<file path="src/verilog/rtcwk_consts.svh">
// register offsets, field positions, reset values and timing counts
`ifndef RTCWK_CONSTS_SVH
`define RTCWK_CONSTS_SVH
`define RTCWK_ADDR_W        4
`define RTCWK_OFF_CTRL      4'h0
`define RTCWK_OFF_MATCH     4'h1
`define RTCWK_OFF_COUNT     4'h2
`define RTCWK_OFF_WAKE      4'h3
`define RTCWK_OFF_STATUS    4'h4
`define RTCWK_OFF_MASK      4'h5
`define RTCWK_CTRL_SWRST    0
`define RTCWK_CTRL_EN       1
`define RTCWK_CTRL_WKEN     2
`define RTCWK_CTRL_ALDPD    3
`define RTCWK_CTRL_WKDPD    4
`define RTCWK_ST_ALARM      0
`define RTCWK_ST_WAKE       1
`define RTCWK_CLK_HZ        200000000
`define RTCWK_SEC_HZ        1
`define RTCWK_MS_HZ         1000
`define RTCWK_SEC_CYC       (`RTCWK_CLK_HZ / `RTCWK_SEC_HZ)
`define RTCWK_MS_CYC        (`RTCWK_CLK_HZ / `RTCWK_MS_HZ)
`define RTCWK_MATCH_RST     32'hffff_ffff
`endif

</file>
<file path="src/verilog/rtcwk_pkg.sv">
// shared types for the seconds and wake-up timer block
package rtcwk_pkg;
  typedef struct packed {
    logic        wr;
    logic        rd;
    logic [3:0]  addr;
    logic [31:0] wdata;
  } rtcwk_req_t;
  typedef enum logic [1:0] {
    RTCWK_WK_IDLE = 2'b00,
    RTCWK_WK_RUN  = 2'b01,
    RTCWK_WK_DONE = 2'b10
  } rtcwk_wk_t;
endpackage

</file>
<file path="src/verilog/rtcwk_tick.sv">
// run-gated divider giving one-cycle ticks
`timescale 1ns/1ps
module rtcwk_tick #(
  parameter int unsigned DIV = 1000
) (
  // clock and reset
  input  wire logic clk,
  input  wire logic srst,
  // gating and tick
  input  wire logic run,
  output logic      tick
);
  logic [31:0] cnt_r;
  // divider restarts whenever run drops, so first tick is a full period
  always_ff @(posedge clk) begin
    if (srst || !run) begin
      cnt_r <= 32'h0;
      tick  <= 1'b0;
    end else if (cnt_r == DIV - 1) begin
      cnt_r <= 32'h0;
      tick  <= 1'b1;
    end else begin
      cnt_r <= cnt_r + 32'h1;
      tick  <= 1'b0;
    end
  end
endmodule

</file>
<file path="src/verilog/rtcwk_top.sv">
// seconds counter, alarm, wake-up countdown and register port
//
// What this block does
// - seconds count advances on 1 Hz tick
// - wake countdown decrements on 1 kHz tick
// - master enable gates both ticks; wake expiry at a zero count is not gated
// - count writes ignored while counter runs
// - writing wake count loads and enables it
// - alarm and wake flags, cleared by software
// - wake event enable for power-down wake
// - alarm event enable for power-down wake
// - reset bit clears registers, stays until cleared
// - match and live count always readable
`timescale 1ns/1ps
`include "rtcwk_consts.svh"
module rtcwk_top
  import rtcwk_pkg::*;
#(
  parameter int unsigned SEC_CYC = `RTCWK_SEC_CYC,
  parameter int unsigned MS_CYC  = `RTCWK_MS_CYC,
  parameter int          WAKE_W  = 16
) (
  // clock and reset
  input  wire logic        clk,
  input  wire logic        srst,
  // register port
  input  wire rtcwk_pkg::rtcwk_req_t req,
  output logic [31:0]      rdata,
  // events
  output logic             irq,
  output logic             deep_power_down_wake
);
  import rtcwk_pkg::*;

  logic              en_r, wken_r, swrst_r;
  logic              alarm_irq_enable_r, wakeup_irq_enable_r;
  logic [31:0]       match_r, count_r;
  logic [1:0]        status_r, mask_r;
  logic              sec_tick, ms_tick;
  logic [WAKE_W-1:0] wk_count;
  logic              wk_active, wk_hit, wk_load;
  logic              alarm_flag, wakeup_flag;
  logic              blk_rst;
  logic              alarm_ev;

  // software reset bit holds every other register at reset except irq, deep_power_down_wake and rdata
  assign blk_rst = srst | swrst_r;
  assign wk_load = req.wr && req.addr == `RTCWK_OFF_WAKE && !swrst_r;

  rtcwk_tick #(.DIV(SEC_CYC)) u_sec (
    .clk  (clk),
    .srst (blk_rst),
    .run  (en_r),
    .tick (sec_tick)
  );

  rtcwk_tick #(.DIV(MS_CYC)) u_ms (
    .clk  (clk),
    .srst (blk_rst),
    .run  (en_r && wken_r),
    .tick (ms_tick)
  );

  rtcwk_wake #(.W(WAKE_W)) u_wake (
    .clk      (clk),
    .srst     (blk_rst),
    .load     (wk_load),
    .load_val (req.wdata[WAKE_W-1:0]),
    .run      (en_r && wken_r),
    .ms_tick  (ms_tick),
    .count    (wk_count),
    .active   (wk_active),
    .hit      (wk_hit)
  );

  // the reset bit itself only yields to srst or a write of zero
  always_ff @(posedge clk) begin
    if (srst) begin
      swrst_r <= 1'b0;
    end else if (req.wr && req.addr == `RTCWK_OFF_CTRL) begin
      swrst_r <= req.wdata[`RTCWK_CTRL_SWRST];
    end
  end

  always_ff @(posedge clk) begin
    if (blk_rst) begin
      en_r                <= 1'b0;
      alarm_irq_enable_r  <= 1'b0;
      wakeup_irq_enable_r <= 1'b0;
    end else if (req.wr && req.addr == `RTCWK_OFF_CTRL) begin
      en_r                <= req.wdata[`RTCWK_CTRL_EN];
      alarm_irq_enable_r  <= req.wdata[`RTCWK_CTRL_ALDPD];
      wakeup_irq_enable_r <= req.wdata[`RTCWK_CTRL_WKDPD];
    end
  end

  // wake enable is also set by a load of the countdown
  always_ff @(posedge clk) begin
    if (blk_rst) begin
      wken_r <= 1'b0;
    end else if (wk_load) begin
      wken_r <= 1'b1;
    end else if (req.wr && req.addr == `RTCWK_OFF_CTRL) begin
      wken_r <= req.wdata[`RTCWK_CTRL_WKEN];
    end
  end

  always_ff @(posedge clk) begin
    if (blk_rst) begin
      match_r <= `RTCWK_MATCH_RST;
    end else if (req.wr && req.addr == `RTCWK_OFF_MATCH) begin
      match_r <= req.wdata;
    end
  end

  // writes while running are dropped silently
  always_ff @(posedge clk) begin
    if (blk_rst) begin
      count_r <= 32'h0;
    end else if (req.wr && req.addr == `RTCWK_OFF_COUNT && !en_r) begin
      count_r <= req.wdata;
    end else if (en_r && sec_tick) begin
      count_r <= count_r + 32'h1;
    end
  end

  // compare on the incremented count so only an advance onto the match fires, not a loaded equal value
  always_ff @(posedge clk) begin
    if (blk_rst) begin
      alarm_ev <= 1'b0;
    end else begin
      alarm_ev <= en_r && sec_tick && (count_r + 32'h1 == match_r);
    end
  end

  // set wins over a write-one clear in the same cycle
  always_ff @(posedge clk) begin
    if (blk_rst) begin
      status_r <= 2'b00;
    end else begin
      for (int i = 0; i < 2; i++) begin
        if ((i == `RTCWK_ST_ALARM) ? alarm_ev : wk_hit) begin
          status_r[i] <= 1'b1;
        end else if (req.wr && req.addr == `RTCWK_OFF_STATUS &&
                     req.wdata[i]) begin
          status_r[i] <= 1'b0;
        end
      end
    end
  end

  always_ff @(posedge clk) begin
    if (blk_rst) begin
      mask_r <= 2'b00;
    end else if (req.wr && req.addr == `RTCWK_OFF_MASK) begin
      mask_r <= req.wdata[1:0];
    end
  end

  assign alarm_flag  = status_r[`RTCWK_ST_ALARM];
  assign wakeup_flag = status_r[`RTCWK_ST_WAKE];

  always_ff @(posedge clk) begin
    if (srst) begin
      irq                  <= 1'b0;
      deep_power_down_wake <= 1'b0;
    end else begin
      irq <= |(status_r & mask_r);
      deep_power_down_wake <= (alarm_flag && alarm_irq_enable_r) ||
                              (wakeup_flag && wakeup_irq_enable_r);
    end
  end

  // read data one cycle after the strobe, zero otherwise
  always_ff @(posedge clk) begin
    if (srst || !req.rd) begin
      rdata <= 32'h0;
    end else begin
      unique case (req.addr)
        `RTCWK_OFF_CTRL: begin
          rdata <= 32'h0;
          rdata[`RTCWK_CTRL_SWRST] <= swrst_r;
          rdata[`RTCWK_CTRL_EN]    <= en_r;
          rdata[`RTCWK_CTRL_WKEN]  <= wken_r;
          rdata[`RTCWK_CTRL_ALDPD] <= alarm_irq_enable_r;
          rdata[`RTCWK_CTRL_WKDPD] <= wakeup_irq_enable_r;
        end
        `RTCWK_OFF_MATCH:  rdata <= match_r;
        `RTCWK_OFF_COUNT:  rdata <= count_r;
        // may move mid-access, software double-reads
        `RTCWK_OFF_WAKE:   rdata <= {{(32-WAKE_W){1'b0}}, wk_count};
        `RTCWK_OFF_STATUS: rdata <= {30'h0, status_r};
        `RTCWK_OFF_MASK:   rdata <= {30'h0, mask_r};
        default:           rdata <= 32'h0;
      endcase
    end
  end

  // checks

  // helper gap counters: edges since last tick or restart
  logic [31:0] sec_gap_r;
  logic [31:0] ms_gap_r;

  always_ff @(posedge clk) begin
    if (blk_rst || !en_r) begin
      sec_gap_r <= 32'h0;
    end else if (sec_tick) begin
      sec_gap_r <= 32'h1;
    end else begin
      sec_gap_r <= sec_gap_r + 32'h1;
    end
  end

  always_ff @(posedge clk) begin
    if (blk_rst || !(en_r && wken_r)) begin
      ms_gap_r <= 32'h0;
    end else if (ms_tick) begin
      ms_gap_r <= 32'h1;
    end else begin
      ms_gap_r <= ms_gap_r + 32'h1;
    end
  end
endmodule

</file>
<file path="src/verilog/rtcwk_wake.sv">
// millisecond wake-up countdown
`timescale 1ns/1ps
`include "rtcwk_consts.svh"
module rtcwk_wake
  import rtcwk_pkg::*;
#(
  parameter int W = 16
) (
  // clock and reset
  input  wire logic         clk,
  input  wire logic         srst,
  // control
  input  wire logic         load,
  input  wire logic [W-1:0] load_val,
  input  wire logic         run,
  input  wire logic         ms_tick,
  // status
  output logic [W-1:0]      count,
  output logic              active,
  output logic              hit
);
  rtcwk_wk_t st_r;
  always_ff @(posedge clk) begin
    hit <= 1'b0;
    if (srst) begin
      st_r  <= RTCWK_WK_IDLE;
      count <= '0;
    end else if (load) begin
      st_r  <= RTCWK_WK_RUN;
      count <= load_val;
    end else begin
      unique case (st_r)
        RTCWK_WK_IDLE: st_r <= RTCWK_WK_IDLE;
        RTCWK_WK_RUN: begin
          if (count == '0) begin
            st_r <= RTCWK_WK_DONE;
            hit  <= 1'b1;
          end else if (run && ms_tick) begin
            count <= count - 1'b1;
          end
        end
        RTCWK_WK_DONE: st_r <= RTCWK_WK_DONE;
        default:       st_r <= RTCWK_WK_IDLE;
      endcase
    end
  end
  assign active = (st_r == RTCWK_WK_RUN);
endmodule
</file>
<file path="config.mk">
export PLATFORM = sky130hd
export DESIGN_NAME = rtcwk_top
export DESIGN_NICKNAME = d
export VERILOG_FILES = /design/src/verilog/rtcwk_pkg.sv /design/src/verilog/rtcwk_tick.sv /design/src/verilog/rtcwk_top.sv /design/src/verilog/rtcwk_wake.sv
export VERILOG_INCLUDE_DIRS = /design/src /design/src/verilog
export SDC_FILE = /design/constraint.sdc
export NUM_CORES = 1
export LEC_CHECK = 0
export BUFFER_PORTS_ARGS = -buffer_cell sky130_fd_sc_hd__buf_2
export CAP_MARGIN = 20
export CORE_MARGIN = 2
export CORE_UTILIZATION = 45
export CTS_CLUSTER_DIAMETER = 100
export DETAILED_ROUTE_END_ITERATION = 10
export GPL_TIMING_DRIVEN = 0
export PLACE_DENSITY = 0.65
export SYNTH_ARGS = -nofsm -noshare
export SYNTH_HDL_FRONTEND = slang
export SYNTH_SLANG_ARGS = --single-unit
export TNS_END_PERCENT = 100
</file>
<file path="constraint.sdc">
create_clock -name clk -period 3.05 [get_ports clk]
set_input_delay 0.7625 -clock clk [delete_from_list [all_inputs] [get_ports clk]]
set_output_delay 0.7625 -clock clk [all_outputs]
set_load 0.005 [all_outputs]
</file>
# ---- Yosys cells after proc, flatten, opt, wreduce, memory -nomap -nowiden
# Cells that the tools add are included.
dict set report word_totals {
  ram_bits 0
  reg_bits 193
  mem_bits_ro 0
  out_inout_bits 34
  latch_bits 0
  mem_count 0
  word_cells 99
}
dict set report classes {
  shifts 0
  n_reduce_logical 38
  mux 19
  order_cmp 0
  addsub 4
  mul 0
  div 0
  n_eq_ne 13
  bitwise_logic 3
}
# cell count
set ops {}
lappend ops {{32-bit case mux with 6 select lines} 1}
lappend ops {{32-bit by 1-bit adder with 32-bit output (second input constant)} 3}
lappend ops {{16-bit 2-to-1 mux} 4}
lappend ops {{32-bit 2-to-1 mux} 2}
lappend ops {{32-bit by 18-bit == test with 1-bit output (second input constant)} 1}
lappend ops {{32-bit by 28-bit == test with 1-bit output (second input constant)} 1}
lappend ops {{32-bit == test} 1}
lappend ops {{1-bit logical AND} 16}
lappend ops {{16-bit logical NOT} 1}
lappend ops {{16-bit by 1-bit subtractor with 16-bit output (second input constant)} 1}
lappend ops {{2-bit nonzero test} 6}
lappend ops {{1-bit 2-to-1 mux} 10}
lappend ops {{4-bit by 2-bit == test with 1-bit output (second input constant)} 2}
lappend ops {{4-bit by 3-bit == test with 1-bit output (second input constant)} 2}
lappend ops {{2-bit OR reduction} 4}
lappend ops {{4-bit by 1-bit == test with 1-bit output (second input constant)} 1}
lappend ops {{1-bit logical NOT} 4}
lappend ops {{4-bit logical NOT} 1}
lappend ops {{1-bit logical OR} 4}
lappend ops {{2-bit case mux with 2 select lines} 1}
lappend ops {{3-bit by 2-bit inequality test with 1-bit output (second input constant)} 1}
lappend ops {{3-bit AND reduction} 1}
lappend ops {{3-bit OR reduction} 1}
lappend ops {{2-bit bitwise AND} 1}
lappend ops {{other kinds (7)} 7}

# ---- Logic depth before layout (Yosys ltp)
dict set report depth {
  depth_word 6
  mapped_depth 10
}

# ---- Cells and area by module
# A second synthesis with hierarchy kept.
dict set report unflattened {
  hier_cells 1250
  hier_area_um2 10167.3
}
# mod cells_per_inst n_inst area_each_um2
set modules_own_cells {}
lappend modules_own_cells {rtcwk_top 721 1 5723.0}
lappend modules_own_cells {{rtcwk_tick (u_sec)} 186 1 1624.1}
lappend modules_own_cells {{rtcwk_tick (u_ms)} 195 1 1605.3}
lappend modules_own_cells {rtcwk_wake 148 1 1214.9}

# ---- Worst setup path before layout
# No wires, ideal clock.
dict set report synth_path {
  kind {input to register}
  startpoint {in req[32] in the netlist's numbering}
  endpoint {reg count_r[16]}
  stages 8
  arrival_ns 2.446
  slack_ns 0.477
  path_cell_list {nor4b_1 > and3b_1 > clkbuf_1 > or2_2 > buf_2 > o21ai_0 > a221oi_1 > nor2_1}
}
dict set report synth_between {
  elab_chain_len 4
}
# element line_no
set synth_rtl {}
lappend synth_rtl {{start, declared} rtcwk_top.sv:27} ;# input wire rtcwk_pkg::rtcwk_req_t req,
lappend synth_rtl {{4-bit by 2-bit == test with 1-bit output *} -}
lappend synth_rtl {{1-bit logical AND (no line) *} -}
lappend synth_rtl {{1-bit logical AND *} rtcwk_top.sv:120} ;# end else if (req.wr && req.addr == `RTCWK_OFF_COUNT && !en_r) begin
lappend synth_rtl {{32-bit 2-to-1 mux / 2-bit nonzero test (equally long branches)} -}
lappend synth_rtl {{end signal, assigned} rtcwk_top.sv:121} ;# count_r <= req.wdata;
lappend synth_rtl {{end signal, assigned} rtcwk_top.sv:123} ;# count_r <= count_r + 32'h1;
lappend synth_rtl {{end, declared} rtcwk_top.sv:37} ;# logic [31:0] match_r, count_r;
# Every way passes the cells marked *; elsewhere a longest branch is shown, timed or not.
# A chain may end at the register's enable or synchronous reset.

# ---- Final worst setup path
dict set report layout_path {
  startpoint {in req[35] in the netlist's numbering}
  endpoint {reg u_wake.count[14]}
}
dict set report layout_between {
  elab_chain_len 5
}
# element line_no
set layout_rtl {}
lappend layout_rtl {{4-bit by 2-bit == test with 1-bit output *} -}
lappend layout_rtl {{1-bit logical AND (no line) *} -}
lappend layout_rtl {{1-bit logical AND *} rtcwk_top.sv:48} ;# assign wk_load = req.wr && req.addr == `RTCWK_OFF_WAKE && !swrst_r;
lappend layout_rtl {{2-bit by 1-bit inequality test with 1-bit output (no line) / 2-bit nonzero test (equally long branches)} -}
lappend layout_rtl {{3-bit AND reduction (no line)} -}
lappend layout_rtl {{end signal, assigned} rtcwk_wake.sv:30} ;# count <= load_val;
lappend layout_rtl {{end signal, assigned} rtcwk_wake.sv:39} ;# count <= count - 1'b1;
lappend layout_rtl {{end, declared} rtcwk_wake.sv:18} ;# output logic [W-1:0] count,
# Marked as above.

==> metrics.txt <==
status=completed; unrepaired setup endpoints after global routing=no; Sw Pwr=0.00126 W; Pleak=3.77 nW; WP data arrival=3.18 ns; vias in the first global route=8022; final setup fails=0; syn nets=1193; Seq pwr share=49.8%; Initial Utilization=45.9%; part of the power in combinational logic=4.7%; Synth cell types=67; Area Overhead vs Synth=14.6%; R2R depth=8; total track usage=24.7%; cell area after synthesis=0.00932 mm2; hold crit path type=reg2reg; Hold EP=u_ms.cnt_r[0]; Final ANT Viol Nets=0; area share of the largest cell type after synthesis=41.5%; Post-DP HPWL=19200 um; worst slew pin tran=0.956 ns; mean routed wirelength per cell=17.6 um; First DRT Iteration DRCs=886; Hold Crit Start=u_ms.cnt_r[0]; Primary FF master, synth=dfxtp_1; final hold vios=0; Clock Skews=0.0112 ns; cell count after synthesis=1148; Final period util=94.8%; dpl ws=-0.252 ns; reg2reg end=alarm_ev; Via Count=8701; Worst R2R Start=count_r[1]; Worst setup SP type=input port; post-synth top area cell=dfxtp_1; CTS tree=built; root buffer cell=clkbuf_16; Reg2Reg Setup Slack=0.17 ns; Worst Setup SP=req[35]; RD Place Congestion=0.916; H-tree Lvls=4; DIE WIDTH=148 um; 1st-pass router iterations=6; slack of the critical path=0.159 ns; maximum vdd ir drop=0.000376 V; Core Area=0.0203 mm2; fraction of layout cells with a size suffix above 1=12.0%; antenna violations before repair=0; PortBufs=73; cell-internal power=0.00388 W; gr ovfl total=0; # DRC=0; Synth async-reset ratio=0%; Crit path required time=3.34 ns; number of flops mapped to enable cells by yosys=0; switching power share of the total=24.5%; final core utilization=52.6%; number of CTS-inserted buffers=17; Final min period=2.89 ns; vias per cell=5.69; Max Cap Viol=0; CP Max Fanout=10; Critical Path End Type=flip-flop; first-pass GRT wire length=42600 um; Die Y=148 um; die footprint=0.0219 mm2; worst hold stages=1; Clock Sinks=193; Synth Warn #=0; num rows=52; fmax=346 MHz; Detailed Route WL=27000 um; clk slew on worst S/H paths=0.08 ns; top post-synthesis cells by area=dfxtp_1 (41%), nor2_1 (6.6%), nand2_1 (6.2%), xnor2_1 (5.8%), xor2_1 (4.9%); fillcell total=1984; CP Class=in2reg; Final Net Count=1290; part of the power in the clock network=45.4%; pwr/cell area=482 mW/mm2; register area share after synthesis=41.5%; ant diodes=0; relative slew slack=35.8%; largest net degree at the start of global routing=19; Max Root-Sink Buffers=2; post-synthesis register bit count=193; Syn Area/Cell=8.12 um2; num ports=74; Skew-Pair Late Insertion Delay=0.44 ns; Pins Over Slew Limit=0
==> critical path, stage by stage <==
cell	delay, ns
buf_2	0.13
nor4bb_1	0.27
clkbuf_1	0.37
nand2_1	0.34
or2_2	0.36
clkbuf_1	0.26
clkbuf_1	0.35
o21ai_0	0.27
a21oi_1	0.07
==> power by group through the flow <==
| stage | Clock, W | Sequential [W] | Combinational [W] |
|---|---|---|---|
| detailed placement | 0 | 0.00262 | 0.000236 |
| floorplan | 0 | 0.00262 | 0.000130 |
| global placement | 0 | 0.00262 | 0.000233 |
| global route | 0.00248 | 0.00257 | 0.000262 |
| CTS | 0.00237 | 0.00256 | 0.000237 |
| finish | 0.00234 | 0.00256 | 0.000242 |
==> layer usage <==
metal | global-route usage [%] | up-vias | share of wire (%)
li1 | - | 4235 | -
met1 | 32.7 | 4082 | 44
met2 | 40.2 | 324 | 46
met3 | 4.97 | 60 | 7.1
met4 | 8.57 | 0 | 2.9
met5 | 0 | - | 0
==> synth_stat cells, types with 4 or more instances <==
cell type,instances
dfxtp_1,193
nor2_1,163
nand2_1,154
nand3_1,73
xnor2_1,62
a21oi_1,56
clkbuf_1,53
xor2_1,52
o21ai_0,47
a22oi_1,31
nand4_1,26
and3_1,23
nor4_1,23
nor3_1,20
a222oi_1,18
or3_1,13
inv_1,11
and2_1,10
a221oi_1,8
a211oi_1,6
a31oi_1,6
and4_1,5
ha_1,5
or4_1,5
buf_4,4
buf_6,4
clkbuf_8,4
o31ai_1,4
==> layout by cell type (no fill, tap or decap), types with 6 or more instances in the layout <==
| master | n |
|---|---|
| nor3_1 | 20 |
| a22oi_1 | 31 |
| and3_1 | 23 |
| nor4_1 | 22 |
| dfxtp_1 | 193 |
| o21ai_0 | 47 |
| a31oi_1 | 6 |
| nor2_1 | 163 |
| clkbuf_16 | 17 |
| inv_1 | 11 |
| nand2_1 | 154 |
| xor2_1 | 52 |
| a222oi_1 | 18 |
| a21oi_1 | 56 |
| buf_4 | 7 |
| or3_1 | 13 |
| nand4_1 | 26 |
| xnor2_1 | 62 |
| buf_2 | 77 |
| clkbuf_1 | 53 |
| and2_1 | 10 |
| a221oi_1 | 8 |
| nand3_1 | 72 |
| a211oi_1 | 6 |
==> worst max path at each step <==
| stage | end | cells past startpoint |
|---|---|---|
| after global placement | count_r[16] | 9 |
| after detailed placement | u_wake.count[14] | 9 |
| after global routing | u_wake.count[14] | 9 |
| after floorplan | count_r[16] | 8 |
| final | u_wake.count[14] | 9 |
| after CTS | alarm_ev | 8 |
==> stage by stage <==
step / hold WS [ns] / power, W / std cells / TNS, ns / area (um2)
CTS: 0.452 / 0.00517 / 1524 / 0 / 10600
finish: 0.447 / 0.00515 / 1528 / 0 / 10700
global route: 0.477 / 0.00531 / 1528 / 0 / 10700
detailed placement: 0.437 / 0.00286 / 1492 / -5.19 / 10000
global placement: 0.423 / 0.00286 / 1491 / -14.95 / 10000
floorplan: 0.413 / 0.00275 / 1148 / 0 / 9320
==> registers in the layout, indices dropped and copies added, names as in the netlist, 2 cells and up <==
name / flops
u_ms.cnt_r: 32
u_sec.cnt_r: 32
count_r: 32
mask_r: 2
u_wake.st_r: 2
u_wake.count: 16
status_r: 2
match_r: 32
rdata: 32
==> layout make-up <==
class / instances / area [um2] / share of cell area, %
multi-input cells: 870 / 5050 / 47.3
plain buffers: 74 / 378 / 3.54
inverters: 11 / 41.3 / 0.387
repair buffers: 78 / 398 / 3.73
clock inverters: 14 / 166 / 1.56
flip-flops and latches: 193 / 3860 / 36.2
clock buffers: 18 / 439 / 4.11
well taps: 270 / 338 / 3.16
==> cell families after synthesis <==
group	after synthesis	synth area share, %
simple gates	552	28.6
mux	2	0.215
buf+inv	85	4.50
xor+xnor	114	10.7
flops	193	41.5
fa+ha+maj	5	0.672
compound gates	197	13.9
==> what timing repair did <==
item,4_1_cts,5_1_grt
gates resized for setup,1,1
hold buffers,0,0
setup buffers,0,3
setup endpoints to repair,1,1
pin swaps,0,1
No activity file was read; power rests on OpenSTA's default activity.
